===== src/include/awd_pkg.sv =====
// Package: register map, field positions and constants of the window detector block
package awd_pkg;
    // ========================================================================
    // Widths
    // ========================================================================
    localparam int AWD_AW = 8;   // Register address width
    localparam int AWD_DW = 8;   // Register data width
    localparam int AWD_CW = 10;  // Conversion word width
    localparam int AWD_NW = 5;   // Negative input select width

    // ========================================================================
    // Register offsets
    // ========================================================================
    localparam logic [7:0] AWD_OFF_UPPER_HIGH = 8'hC4;  // Greater-than limit, high byte
    localparam logic [7:0] AWD_OFF_UPPER_LOW = 8'hC3;   // Greater-than limit, low byte
    localparam logic [7:0] AWD_OFF_LOWER_HIGH = 8'hC6;  // Less-than limit, high byte
    localparam logic [7:0] AWD_OFF_LOWER_LOW = 8'hC5;   // Less-than limit, low byte
    localparam logic [7:0] AWD_OFF_REFCTL = 8'hD1;      // Reference control
    localparam logic [7:0] AWD_OFF_STATUS = 8'hE0;      // Event status, read clears
    localparam logic [7:0] AWD_OFF_MASK = 8'hE1;        // Event mask
    localparam logic [7:0] AWD_OFF_CONFIG = 8'hE2;      // Format config
    localparam logic [7:0] AWD_OFF_FLAG = 8'hE3;        // Window flag, write 1 clears

    // ========================================================================
    // Reset values and fields
    // ========================================================================
    localparam logic [7:0] AWD_RST_BYTE = 8'h00;        // Reset value of all registers
    localparam logic [7:0] AWD_REFCTL_MASK = 8'h0F;     // Implemented reference bits
    localparam int AWD_REF_BUF_BIT = 0;                 // Reference buffer enable
    localparam int AWD_BIAS_BIT = 1;                    // Converter bias enable
    localparam int AWD_TEMP_BIT = 2;                    // Temperature sensor enable
    localparam int AWD_REFSEL_BIT = 3;                  // Reference source select
    localparam int AWD_CFG_LJST_BIT = 0;                // Left-justified limits
    localparam int AWD_ST_WIN_BIT = 0;                  // Window event status bit
    localparam int AWD_ST_DONE_BIT = 1;                 // Conversion done status bit
    localparam logic [4:0] AWD_NEG_GND = 5'h1F;         // Negative select = ground
    localparam int AWD_LJ_SHIFT = 6;                    // Left-justify shift
endpackage


===== src/include/awd_cmp_if.sv =====
// Interface: one limit comparison between the main block and a comparator
`timescale 1ns/10ps
interface awd_cmp_if;
    import awd_pkg::*;
    logic [AWD_CW-1:0] word_a;  // Left operand
    logic [AWD_CW-1:0] word_b;  // Right operand
    logic signed_mode;          // Two's complement compare
    logic a_gt_b;               // Left strictly greater
    logic a_lt_b;               // Left strictly less
    modport user (output word_a, output word_b, output signed_mode,
                  input a_gt_b, input a_lt_b);
    modport cmp (input word_a, input word_b, input signed_mode,
                 output a_gt_b, output a_lt_b);
endinterface


===== src/awd_top.sv =====
// Window detector and reference control for a 10-bit converter
//
// Summary of operation
// - Compare each finished word against both limits
// - Hit sets pollable flag and status bit; masked status drives interrupt
// - Limits are high/low byte register pairs
// - Window sense chosen by limit values only
// - Inside: above upper and below lower limit
// - Outside: below lower or above upper limit
// - Single-ended compares unsigned 10-bit values
// - Differential compares signed 10-bit values
// - Ground negative input means single-ended
// - Select bit picks pin or supply reference
// - Bias forced by converter or oscillator enable
// - Reference bias on for its users
// - Temperature sensor enable bit powers sensor
// - Reference register resets zero, upper bits zero
`timescale 1ns/10ps
module awd_top
    import awd_pkg::*;
(
    input wire logic clk_i,
    input wire logic rst_n_i,
    input wire logic ce_i,
    input wire logic [AWD_AW-1:0] addr_i,
    input wire logic [AWD_DW-1:0] wdata_i,
    input wire logic wr_i,
    input wire logic rd_i,
    output logic [AWD_DW-1:0] rdata_o,
    input wire logic conv_done_i,
    input wire logic [AWD_CW-1:0] conv_word_i,
    input wire logic [AWD_NW-1:0] negative_input_select_i,
    input wire logic adc_en_i,
    input wire logic osc_en_i,
    input wire logic int_ref_en_i,
    input wire logic clk_mul_en_i,
    output logic window_match_flag_o,
    output logic irq_o,
    output logic ref_source_select_o,
    output logic temp_sensor_on_o,
    output logic conv_bias_on_o,
    output logic ref_buffer_on_o,
    output logic ref_bias_on_o
);
    // ========================================================================
    // Register storage
    // ========================================================================
    logic [AWD_DW-1:0] upper_cmp_limit_high_reg;  // Greater-than high byte
    logic [AWD_DW-1:0] upper_cmp_limit_low_reg;   // Greater-than low byte
    logic [AWD_DW-1:0] lower_cmp_limit_high_reg;  // Less-than high byte
    logic [AWD_DW-1:0] lower_cmp_limit_low_reg;   // Less-than low byte
    logic [AWD_DW-1:0] mask_reg;                  // Interrupt mask
    logic [AWD_DW-1:0] status_reg;                // Sticky events
    logic [AWD_DW-1:0] config_reg;                // Justification
    logic flag_reg;                               // Window match flag
    logic [AWD_DW-1:0] rdata_reg;                 // Read data
    logic irq_reg;                                // Interrupt output
    logic conv_bias_reg;                          // Converter bias output
    logic ref_bias_reg;                           // Reference bias output
    logic [AWD_DW-1:0] refctl_q;                  // Reference register value
    logic conv_bias_next;                         // Converter bias next
    logic ref_bias_next;                          // Reference bias next

    // ========================================================================
    // Address decode
    // ========================================================================
    wire wr_en = ce_i && wr_i;
    wire rd_en = ce_i && rd_i;
    wire sel_uh = addr_i == AWD_OFF_UPPER_HIGH;
    wire sel_ul = addr_i == AWD_OFF_UPPER_LOW;
    wire sel_lh = addr_i == AWD_OFF_LOWER_HIGH;
    wire sel_ll = addr_i == AWD_OFF_LOWER_LOW;
    wire sel_ref = addr_i == AWD_OFF_REFCTL;
    wire sel_st = addr_i == AWD_OFF_STATUS;
    wire sel_mk = addr_i == AWD_OFF_MASK;
    wire sel_cf = addr_i == AWD_OFF_CONFIG;
    wire sel_fl = addr_i == AWD_OFF_FLAG;

    // ========================================================================
    // Limit assembly
    // ========================================================================
    wire [2*AWD_DW-1:0] upper_raw = {upper_cmp_limit_high_reg,
                                     upper_cmp_limit_low_reg};
    wire [2*AWD_DW-1:0] lower_raw = {lower_cmp_limit_high_reg,
                                     lower_cmp_limit_low_reg};
    wire left_just = config_reg[AWD_CFG_LJST_BIT];
    // Limits are held in the result's format; strip justification
    wire [AWD_CW-1:0] upper_lim = left_just ? upper_raw[2*AWD_DW-1:AWD_LJ_SHIFT]
                                            : upper_raw[AWD_CW-1:0];
    wire [AWD_CW-1:0] lower_lim = left_just ? lower_raw[2*AWD_DW-1:AWD_LJ_SHIFT]
                                            : lower_raw[AWD_CW-1:0];
    // Ground on the negative side is single-ended; any other is differential
    wire diff_mode = negative_input_select_i != AWD_NEG_GND;

    // ========================================================================
    // Comparators
    // ========================================================================
    awd_cmp_if c_up ();  // Word versus greater-than limit
    awd_cmp_if c_lo ();  // Word versus less-than limit
    awd_cmp_if c_ll ();  // Less-than limit versus greater-than limit
    assign c_up.word_a = conv_word_i;
    assign c_up.word_b = upper_lim;
    assign c_up.signed_mode = diff_mode;
    assign c_lo.word_a = conv_word_i;
    assign c_lo.word_b = lower_lim;
    assign c_lo.signed_mode = diff_mode;
    assign c_ll.word_a = lower_lim;
    assign c_ll.word_b = upper_lim;
    assign c_ll.signed_mode = diff_mode;
    awd_mag_cmp u_cmp_up (.port_c(c_up));
    awd_mag_cmp u_cmp_lo (.port_c(c_lo));
    awd_mag_cmp u_cmp_ll (.port_c(c_ll));

    // Window sense from limit values alone, no mode bit
    wire inside_mode = c_ll.a_gt_b;
    wire inside_hit = c_up.a_gt_b && c_lo.a_lt_b;
    // Outside the span: under the less-than limit or over the greater-than limit
    wire outside_hit = c_lo.a_lt_b || c_up.a_gt_b;
    // Equal limits select neither window
    wire outside_mode = c_ll.a_lt_b;
    wire win_hit = conv_done_i && ((inside_mode && inside_hit)
                                   || (outside_mode && outside_hit));

    // ========================================================================
    // Reference control
    // ========================================================================
    awd_refctl u_refctl (
        .clk_i(clk_i),
        .rst_n_i(rst_n_i),
        .ce_i(ce_i),
        .wr_i(wr_i && sel_ref),
        .wdata_i(wdata_i),
        .adc_en_i(adc_en_i),
        .osc_en_i(osc_en_i),
        .int_ref_en_i(int_ref_en_i),
        .clk_mul_en_i(clk_mul_en_i),
        .ctl_o(refctl_q),
        .conv_bias_next_o(conv_bias_next),
        .ref_bias_next_o(ref_bias_next)
    );

    // ========================================================================
    // Next values
    // ========================================================================
    wire [AWD_DW-1:0] events = {{(AWD_DW-2){1'b0}}, conv_done_i, win_hit};
    // Set wins over read-clear
    wire [AWD_DW-1:0] status_next = ((rd_en && sel_st) ? AWD_RST_BYTE : status_reg)
                                    | events;
    // Set wins over write-one clear
    wire flag_next = win_hit
                     | (flag_reg & ~(wr_en && sel_fl && wdata_i[AWD_ST_WIN_BIT]));
    wire irq_next = |(status_next & mask_reg);
    wire [AWD_DW-1:0] rd_mux =
        sel_uh ? upper_cmp_limit_high_reg :
        sel_ul ? upper_cmp_limit_low_reg :
        sel_lh ? lower_cmp_limit_high_reg :
        sel_ll ? lower_cmp_limit_low_reg :
        sel_ref ? refctl_q :
        sel_st ? status_reg :
        sel_mk ? mask_reg :
        sel_cf ? config_reg :
        sel_fl ? {{(AWD_DW-1){1'b0}}, flag_reg} : AWD_RST_BYTE;
    wire [AWD_DW-1:0] rdata_next = rd_en ? rd_mux : AWD_RST_BYTE;

    // ========================================================================
    // Limit and config registers
    // ========================================================================
    always_ff @(posedge clk_i) begin
        if (!rst_n_i) begin
            upper_cmp_limit_high_reg <= AWD_RST_BYTE;
            upper_cmp_limit_low_reg <= AWD_RST_BYTE;
            lower_cmp_limit_high_reg <= AWD_RST_BYTE;
            lower_cmp_limit_low_reg <= AWD_RST_BYTE;
            mask_reg <= AWD_RST_BYTE;
            config_reg <= AWD_RST_BYTE;
        end else if (wr_en) begin
            if (sel_uh) upper_cmp_limit_high_reg <= wdata_i;
            if (sel_ul) upper_cmp_limit_low_reg <= wdata_i;
            if (sel_lh) lower_cmp_limit_high_reg <= wdata_i;
            if (sel_ll) lower_cmp_limit_low_reg <= wdata_i;
            if (sel_mk) mask_reg <= wdata_i;
            if (sel_cf) config_reg <= wdata_i;
        end
    end

    // ========================================================================
    // Flags and outputs
    // ========================================================================
    always_ff @(posedge clk_i) begin
        if (!rst_n_i) begin
            status_reg <= AWD_RST_BYTE;
            flag_reg <= 1'b0;
            rdata_reg <= AWD_RST_BYTE;
            irq_reg <= 1'b0;
            conv_bias_reg <= 1'b0;
            ref_bias_reg <= 1'b0;
        end else if (ce_i) begin
            status_reg <= status_next;
            flag_reg <= flag_next;
            rdata_reg <= rdata_next;
            irq_reg <= irq_next;
            conv_bias_reg <= conv_bias_next;
            ref_bias_reg <= ref_bias_next;
        end
    end

    assign rdata_o = rdata_reg;
    assign window_match_flag_o = flag_reg;
    assign irq_o = irq_reg;
    assign ref_source_select_o = refctl_q[AWD_REFSEL_BIT];
    assign temp_sensor_on_o = refctl_q[AWD_TEMP_BIT];
    assign conv_bias_on_o = conv_bias_reg;
    assign ref_buffer_on_o = refctl_q[AWD_REF_BUF_BIT];
    assign ref_bias_on_o = ref_bias_reg;

    // ========================================================================
    // Checks
    // ========================================================================
    chk_flag_sets_hit: assert property (@(posedge clk_i) disable iff (!rst_n_i)
        ce_i && win_hit |=> flag_reg)
        else $error("window hit did not set flag");
    chk_flag_sticky: assert property (@(posedge clk_i) disable iff (!rst_n_i)
        flag_reg && !(wr_en && sel_fl) |=> flag_reg)
        else $error("flag dropped without clear");
    chk_inside_cond: assert property (@(posedge clk_i) disable iff (!rst_n_i)
        conv_done_i && inside_mode && inside_hit && ce_i |=> flag_reg)
        else $error("inside hit missed");
    chk_outside_cond: assert property (@(posedge clk_i) disable iff (!rst_n_i)
        ce_i && conv_done_i && outside_mode && (c_lo.a_lt_b || c_up.a_gt_b) |=> flag_reg)
        else $error("outside hit missed");
    chk_mode_excl: assert property (@(posedge clk_i) disable iff (!rst_n_i)
        !(inside_mode && outside_mode))
        else $error("both window modes");
    chk_irq_follow: assert property (@(posedge clk_i) disable iff (!rst_n_i)
        ce_i |=> irq_reg == |($past(status_next) & $past(mask_reg)))
        else $error("irq mismatch");
    chk_ref_upper_zero: assert property (@(posedge clk_i) disable iff (!rst_n_i)
        (refctl_q & ~AWD_REFCTL_MASK) == AWD_RST_BYTE)
        else $error("reference upper bits set");
    chk_bias_forced: assert property (@(posedge clk_i) disable iff (!rst_n_i)
        ce_i && (adc_en_i || osc_en_i) |=> conv_bias_on_o)
        else $error("bias not forced");
    chk_refbias_on: assert property (@(posedge clk_i) disable iff (!rst_n_i)
        ce_i && temp_sensor_on_o |=> ref_bias_on_o)
        else $error("reference bias off");
    chk_hit_done: assert property (@(posedge clk_i) disable iff (!rst_n_i)
        !flag_reg && !(ce_i && win_hit) |=> !flag_reg)
        else $error("flag set without hit");
    cov_inside: cover property (@(posedge clk_i) win_hit && inside_mode);
    cov_outside: cover property (@(posedge clk_i) win_hit && outside_mode);
    cov_diff: cover property (@(posedge clk_i) win_hit && diff_mode);
    cov_irq: cover property (@(posedge clk_i) irq_reg);
endmodule


===== src/awd_mag_cmp.sv =====
// Magnitude comparator of two 10-bit words, signed or unsigned
`timescale 1ns/10ps
module awd_mag_cmp
    import awd_pkg::*;
(
    awd_cmp_if.cmp port_c
);
    // ========================================================================
    // Compare
    // ========================================================================
    // Flip sign bits so one unsigned compare serves both formats
    wire [AWD_CW-1:0] a_adj = {port_c.word_a[AWD_CW-1] ^ port_c.signed_mode,
                               port_c.word_a[AWD_CW-2:0]};
    wire [AWD_CW-1:0] b_adj = {port_c.word_b[AWD_CW-1] ^ port_c.signed_mode,
                               port_c.word_b[AWD_CW-2:0]};
    assign port_c.a_gt_b = a_adj > b_adj;
    assign port_c.a_lt_b = a_adj < b_adj;
endmodule


===== src/awd_refctl.sv =====
// Reference control register and derived bias enables
`timescale 1ns/10ps
module awd_refctl
    import awd_pkg::*;
(
    input wire logic clk_i,
    input wire logic rst_n_i,
    input wire logic ce_i,
    input wire logic wr_i,
    input wire logic [AWD_DW-1:0] wdata_i,
    input wire logic adc_en_i,
    input wire logic osc_en_i,
    input wire logic int_ref_en_i,
    input wire logic clk_mul_en_i,
    output logic [AWD_DW-1:0] ctl_o,
    output logic conv_bias_next_o,
    output logic ref_bias_next_o
);
    // ========================================================================
    // Register
    // ========================================================================
    logic [AWD_DW-1:0] ctl_reg;  // Stored bits, upper nibble always zero

    // Only the low nibble stores; upper bits ignore writes
    always_ff @(posedge clk_i) begin
        if (!rst_n_i) begin
            ctl_reg <= AWD_RST_BYTE;
        end else if (ce_i && wr_i) begin
            ctl_reg <= wdata_i & AWD_REFCTL_MASK;
        end
    end

    assign ctl_o = ctl_reg;
    // Bias forced while converter or oscillator runs
    assign conv_bias_next_o = ctl_reg[AWD_BIAS_BIT] | adc_en_i | osc_en_i;
    // Reference bias follows its users
    assign ref_bias_next_o = int_ref_en_i | ctl_reg[AWD_TEMP_BIT]
                             | clk_mul_en_i;
endmodule


===== config.mk =====
export PLATFORM = sky130hd
export DESIGN_NAME = awd_top
export DESIGN_NICKNAME = d
export VERILOG_FILES = /design/src/include/awd_pkg.sv /design/src/include/awd_cmp_if.sv /design/src/awd_top.sv /design/src/awd_mag_cmp.sv /design/src/awd_refctl.sv
export SDC_FILE = /design/constraint.sdc
export NUM_CORES = 1
export LEC_CHECK = 0
export BUFFER_PORTS_ARGS = -buffer_cell sky130_fd_sc_hd__buf_2
export CORE_UTILIZATION = 50
export DETAILED_ROUTE_END_ITERATION = 10
export PLACE_DENSITY = 0.84
export RECOVER_POWER = 100
export REMOVE_ABC_BUFFERS = 1
export SLEW_MARGIN = 5
export SYNTH_ARGS = -nofsm -noshare
export SYNTH_HDL_FRONTEND = slang
export SYNTH_HIERARCHICAL = 1
export SYNTH_SLANG_ARGS = --single-unit

===== constraint.sdc =====
create_clock -name clk_i -period 2.75 [get_ports clk_i]
set_input_delay 0.1375 -clock clk_i [delete_from_list [all_inputs] [get_ports clk_i]]
set_output_delay 0.1375 -clock clk_i [all_outputs]
set_load 0.02 [all_outputs]

==> results of run 1 <==
cells in the final DEF (no fill, tap or decap), drive strengths merged, types with 8 or more instances in the layout:
master  instances
dfxtp          72
a21oi          33
ha             30
nand4          12
a221oi          8
a22oi          12
nand2          42
and3            9
mux2i          48
inv            34
buf            53
nor2b          48
mux2           26
clkbuf         31
o21ai          22
a21boi          8
worst min-delay path by stage:
| stage | to | slack (ns) | cells past startpoint |
|---|---|---|---|
| 2_1_floorplan | irq_o | 0.23 | 1 |
| 3_3_place_gp | rdata_o[2] | 0.44 | 1 |
| 3_5_place_dp | rdata_o[2] | 0.46 | 1 |
| 4_1_cts | config_reg[6] | 0.09 | 3 |
| 5_1_grt | config_reg[6] | 0.12 | 3 |
| 6_report | config_reg[6] | 0.09 | 3 |
worst register-to-register path, stage by stage, from the launching register on:
cell and delay, ns:
dfxtp_4 0.42, clkbuf_16 0.16, mux2_2 0.35, ha_1 0.33, nand4_1 0.15, nor2_2 0.07, a221oi_2 0.30, a31oi_1 0.10
a21o_1 0.18, a22o_1 0.24, a21o_1 0.18, a22oi_1 0.16, a21oi_1 0.09
metal layers:
layer / vias to the layer above / part of all wire / track usage
li1: 1960 / - / -
met1: 1965 / 0.41 / 0.347
met2: 211 / 0.48 / 0.445
met3: 45 / 0.079 / 0.0594
met4: 0 / 0.028 / 0.107
met5: - / 0 / 0
per-stage QoR:
| step | worst slack [ns] | cell area (um2) | utilization |
|---|---|---|---|
| final | -0.121 | 5310 | 0.603 |
| after global routing | -0.188 | 5310 | 0.603 |
| after CTS | -0.0571 | 5260 | 0.597 |
| after detailed placement | -0.193 | 4990 | 0.566 |
| after global placement | 0.0104 | 4990 | 0.566 |
| after floorplan | -0.276 | 4470 | - |
what timing repair did:
item,CTS,global route
pin swaps,1,9
resized for setup,9,9
setup endpoints to repair,3,3
setup buffers,0,2
gates cloned,0,2
power by group through the flow:
stage / clock, mW / combinational, mW / sequential (mW)
floorplan: 0 / 0.102 / 1.08
global placement: 0 / 0.209 / 1.07
detailed placement: 0 / 0.218 / 1.07
CTS: 0.974 / 0.221 / 1.05
global route: 1.02 / 0.254 / 1.05
finish: 0.972 / 0.233 / 1.05
area by class of cell:
class / count / area [um2] / share of cell area
repair buffers: 72 / 424 / 0.0798
clock inverters: 4 / 76.3 / 0.0144
clock buffers: 12 / 155 / 0.0292
flip-flops and latches: 72 / 1450 / 0.272
inverters: 34 / 128 / 0.0240
multi-input cells: 384 / 2950 / 0.555
well taps: 108 / 135 / 0.0254
==> flow_summary_export.csv, run 1 <==
group,metric,value,unit
outcome,status,"finished, violations left",
outcome,violations,"design-rule violations, max-capacitance violations, max-slew violations, negative setup slack",
global_routing,overflow,0,
clock_network,worstSkewPairLatency,0.36,ns
floorplan,dieArea,0.00958,mm2
finish,area_growth,15.5,%
timing,worst_slack,-0.121,ns
timing,slew_violations,9,
finish,layout-drive-gt1-share,0.208,
clock_network,clock-sinks,72,
critical_path,ff2ff_setup_slack,-0.12,ns
critical_path,crit_chain,"clkbuf_16 -> mux2_2 -> ha_1 -> nand4_1 -> nor2_2 -> a221oi_2 -> a31oi_1 -> a21o_1 -> a22o_1 -> a21o_1 -> a22oi_1 -> a21oi_1",
timing,fin_worst_skew,0.00753,ns
placed_design,dp.cells,666,
global_routing,grt_pass1_vias,4101,
clock_network,cts-root-buf,"clkbuf_8",
critical_path,critPathCaptureType,"flip-flop",
global_routing,grt_usage,0.271,
finish,nets,644,
detailed_routing,remaining_drc_errors,5,
floorplan,chipHeight,97.9,um
timing,final.min_clock_period,2.87,ns
pwr,power.share.sequential,0.465,
critical_path,cp.arrival,3.11,ns
critical_path,critPathTopFamily,"compound AO/OA/AOI/OAI gates",
yosys,synthCells,519,
timing,hold_ws,0.0936,ns
timing,worst-slew-pin-transition,1.59,ns
yosys,synth_area,0.00460,mm2
detailed_routing,viasPerCell,6.09,
floorplan,die-width,97.9,um
worst_hold_path,hp-class,"in2reg",
flow_run,maxCapViolCount,1,
timing,setup_viol,3,
timing,grt_setup_unrepaired,"true",
detailed_routing,antenna_left,0,
placed_design,io_buffers,55,
floorplan,io_pins,56,
global_routing,antenna_found_initial,0,
clock_network,cts_buffer_depth,2,
yosys,synth-warning-count,6,
critical_path,cpMostUsedCell,"a21o_1",
detailed_routing,dr.pass1.iters,8,
clock_network,cts_hold_buf,0,
critical_path,r2r_cells,12,
finish,antenna_cells,0,
floorplan,start_util,0.522,
critical_path,reg2reg_to,"irq_o",
clock_network,cts_tree,"yes",
pwr,p_clk_frac,0.431,
critical_path,cp_num_buf_inv,1,
critical_path,crit_path_end,"irq_o",
critical_path,critPathKind,"reg2reg",
yosys,syn_area_per_cell,8.86,um2
timing,slew_headroom,-0.0704,
clock_network,cts_max_level,3,
finish,n_fill_cell,729,
timing,hold_violations,0,
critical_path,critical_path_depth,12,
finish,instances_no_fill,686,
critical_path,cp_slowest_cell,"dfxtp_4",
critical_path,required,2.99,ns
clock_network,cts.reportedPaths.clkPinSlew,0.08,ns
detailed_routing,wirelength,12.9,mm
critical_path,cpPeakStageDelay,0.42,ns
timing,fin_crit_sh,1.04,
detailed_routing,num_vias,4181,
critical_path,startpoint,"config_reg[0]",
floorplan,core_area,0.00881,mm2
placed_design,post-dp-hpwl,9.21,mm
timing,clock.fmax,348,MHz
timing,fin_setup_tns,-0.296,ns
pwr,net-switching-power,0.551,mW
global_routing,grt_pass1_wl,20.6,mm
pwr,p_comb_frac,0.103,
pwr,peakVddDrop,0.000223,V
pwr,swShare,0.244,
worst_hold_path,min_from,"wdata_i[6]",
detailed_routing,post_drt_wl_per_cell,18.9,um
pwr,p_int,1.70,mW
pwr,total_power,2.25,mW
pwr,leakagePower,2.15,nW
global_routing,grt_max_degree,53,
detailed_routing,drt_iter0_markers,371,
pwr,pwr_density_cell,424,mW/mm2
placed_design,place_congestion,0.902,
critical_path,r2r_start,"config_reg[0]",
floorplan,fp-row-count,34,
critical_path,cp-start-kind,"flip-flop",
clock_network,cts_buffers,9,
critical_path,critPathMaxFanout,6,
No activity file was read; power rests on OpenSTA's default activity.
==> run 2, diff against run 1 <==
Settings changed: PLACE_DENSITY 0.84 to 0.81, SLEW_MARGIN 5 to 20.
Clock period 2.75 ns to 2.9 ns, I/O delays scaled along.
==> run 2 against run 1 <==
The run ends with design-rule violations left. Critical path type unchanged. Largest cell class unchanged. Combinational power fell by 11%. Sequential share of layout area rose by 0.77 points. Clock power fell by 27%. Register-to-register slack improved by 0.19 ns. Sequential power fell by 5%. Die area did not move. Routed wire length fell by 3.1%. Sequential cell count did not move. Non-clock buffer count fell by 6. Critical endpoint unchanged. Worst hold slack improved by 0.0014 ns.
==> flow_summary_export.csv, run 2 (same netlist as run 1, synthesis figures left out) <==
group,metric,value,unit
outcome,status,"finished, violations left",
outcome,violations,"design-rule violations",
global_routing,grt_usage,0.264,
finish,layout_common_cells,"dfxtp_1, nor2b_1, mux2i_1, nand2_1, buf_2",
finish,regArea,0.00145,mm2
detailed_routing,antenna_left,0,
detailed_routing,num_vias,4188,
global_routing,grt_max_degree,72,
timing,setup_viol,0,
timing,hold_violations,0,
pwr,swShare,0.277,
critical_path,reg2reg_to,"irq_o",
finish,area_growth,12.4,%
placed_design,dp.cells,662,
detailed_routing,remaining_drc_errors,5,
floorplan,core_area,0.00881,mm2
timing,fin_worst_skew,0.00695,ns
timing,worst-slew-pin-transition,1.46,ns
finish,instances_no_fill,680,
worst_hold_path,min_from,"wdata_i[6]",
timing,slew_headroom,0.0276,
placed_design,place_congestion,0.903,
critical_path,cp.arrival,3.07,ns
global_routing,grt_pass1_vias,4036,
detailed_routing,viasPerCell,6.16,
clock_network,cts_buffers,9,
finish,layout-drive-gt1-share,0.187,
global_routing,grt_pass1_wl,19.9,mm
worst_hold_path,hold_depth,3,
detailed_routing,wirelength,12.5,mm
clock_network,clock-sinks,72,
worst_hold_path,hold_end,"config_reg[6]",
pwr,pwr_density_cell,370,mW/mm2
finish,n_fill_cell,752,
floorplan,die-width,97.9,um
timing,slew_violations,0,
floorplan,chipHeight,97.9,um
finish,nets,638,
floorplan,dieArea,0.00958,mm2
worst_hold_path,hp-class,"in2reg",
clock_network,cts_buffer_depth,2,
timing,final.min_clock_period,2.84,ns
critical_path,r2r_cells,13,
finish,antenna_cells,0,
detailed_routing,dr.pass1.iters,8,
clock_network,cts.reportedPaths.clkPinSlew,0.08,ns
timing,clock.fmax,353,MHz
detailed_routing,drt_iter0_markers,426,
critical_path,required,3.13,ns
clock_network,worstSkewPairLatency,0.36,ns
global_routing,antenna_found_initial,0,
pwr,power.share.sequential,0.521,
finish,mostFrequentLayoutCell,"dfxtp_1",
placed_design,io_buffers,55,
detailed_routing,post_drt_wl_per_cell,18.4,um
pwr,p_int,1.38,mW
clock_network,cts-root-buf,"clkbuf_8",
floorplan,io_pins,56,
clock_network,cts_tree,"yes",
critical_path,critPathMaxFanout,5,
floorplan,start_util,0.522,
pwr,p_comb_frac,0.109,
placed_design,dp_slack,0.0269,ns
critical_path,ff2ff_setup_slack,0.06,ns
floorplan,fp-row-count,34,
pwr,leakagePower,2.08,nW
critical_path,cp-start-kind,"flip-flop",
finish,multi_input_area,0.00291,mm2
clock_network,post_cts_buffers,0,
critical_path,critPathKind,"reg2reg",
timing,worst_slack,0.0647,ns
pwr,net-switching-power,0.529,mW
clock_network,cts_max_level,3,
placed_design,post-dp-hpwl,9.00,mm
timing,fin_crit_sh,0.978,
critical_path,critPathCaptureType,"flip-flop",
global_routing,overflow,0,
flow_run,maxCapViolCount,0,
critical_path,r2r_start,"config_reg[0]",
pwr,peakVddDrop,0.000228,V
pwr,p_clk_frac,0.370,
-- run 2: cell count changes in the layout (fill, tap and decap cells not counted), moves of 2 or more --
cell        delta
buf_4          -6
a21oi_1        +3
a21oi_2        -3
clkinvlp_4     +3
bufinv_16      -2
clkbuf_8       -2
clkinv_2       +2
ha_1           +2
ha_4           -2
-- run 2: metal layers --
layer  vias up  global-route usage  routed length (um)
met4         0               0.121                 507
met2       216               0.428                5750
met3        45              0.0551                 921
met5         -                   0                   0
li1       1939                   -                   -
met1      1988               0.336                5370
-- run 2: timing repair --
item,CTS,global route
hold buffers,0,0
resized for setup,1,9
pin swaps,0,6
gates cloned,0,2
setup endpoints to repair,1,1
-- run 2: stage by stage --
stage               hold WS, ns  cell area [um2]  total power, mW   util  TNS (ns)
floorplan                 0.234             4470             1.12      -    -0.260
global placement          0.439             4960             1.22  0.563         0
detailed placement        0.454             4960             1.22  0.563         0
CTS                      0.0935             5130             1.91  0.583         0
global route              0.113             5170             1.98  0.587   -0.0283
finish                   0.0950             5170             1.91  0.587         0
-- run 2: cell type report --
cell class                 count  share of cell area
multi-input combinational    384               0.563
sequential                    72               0.280
timing repair buffer          66              0.0731
tap                          108              0.0262
inverter                      34              0.0247
clock buffer                   9              0.0240
clock inverter                 7             0.00945
-- run 2: worst max path at each step --
| stage | startpoint | end | slack, ns | cells after the start |
|---|---|---|---|---|
| 2_1_floorplan | config_reg[0] | irq_o | -0.13 | 12 |
| 3_3_place_gp | config_reg[0] | irq_o | 0.15 | 12 |
| 3_5_place_dp | config_reg[0] | irq_o | 0.03 | 13 |
| 4_1_cts | config_reg[0] | irq_o | 0.06 | 13 |
| 5_1_grt | config_reg[0] | irq_o | -0.03 | 13 |
| 6_report | config_reg[0] | irq_o | 0.06 | 13 |
-- run 2: worst max-delay path, cell delays in order, from the launching register on --
cell	delay, ns
dfxtp_4	0.43
buf_12	0.13
mux2_2	0.35
inv_1	0.07
ha_1	0.25
a21oi_2	0.19
o21ai_2	0.11
a221oi_2	0.26
a31oi_1	0.09
a21o_1	0.17
a22o_1	0.23
a21o_1	0.20
a22oi_2	0.16
a21oi_1	0.08
-- run 2: power by group through the flow --
stage	clock [mW]	combinational (mW)	sequential [mW]
2_1_floorplan	0	0.0972	1.02
3_3_place_gp	0	0.197	1.02
3_5_place_dp	0	0.203	1.02
4_1_cts	0.715	0.204	0.996
5_1_grt	0.756	0.227	0.996
6_report	0.708	0.208	0.995
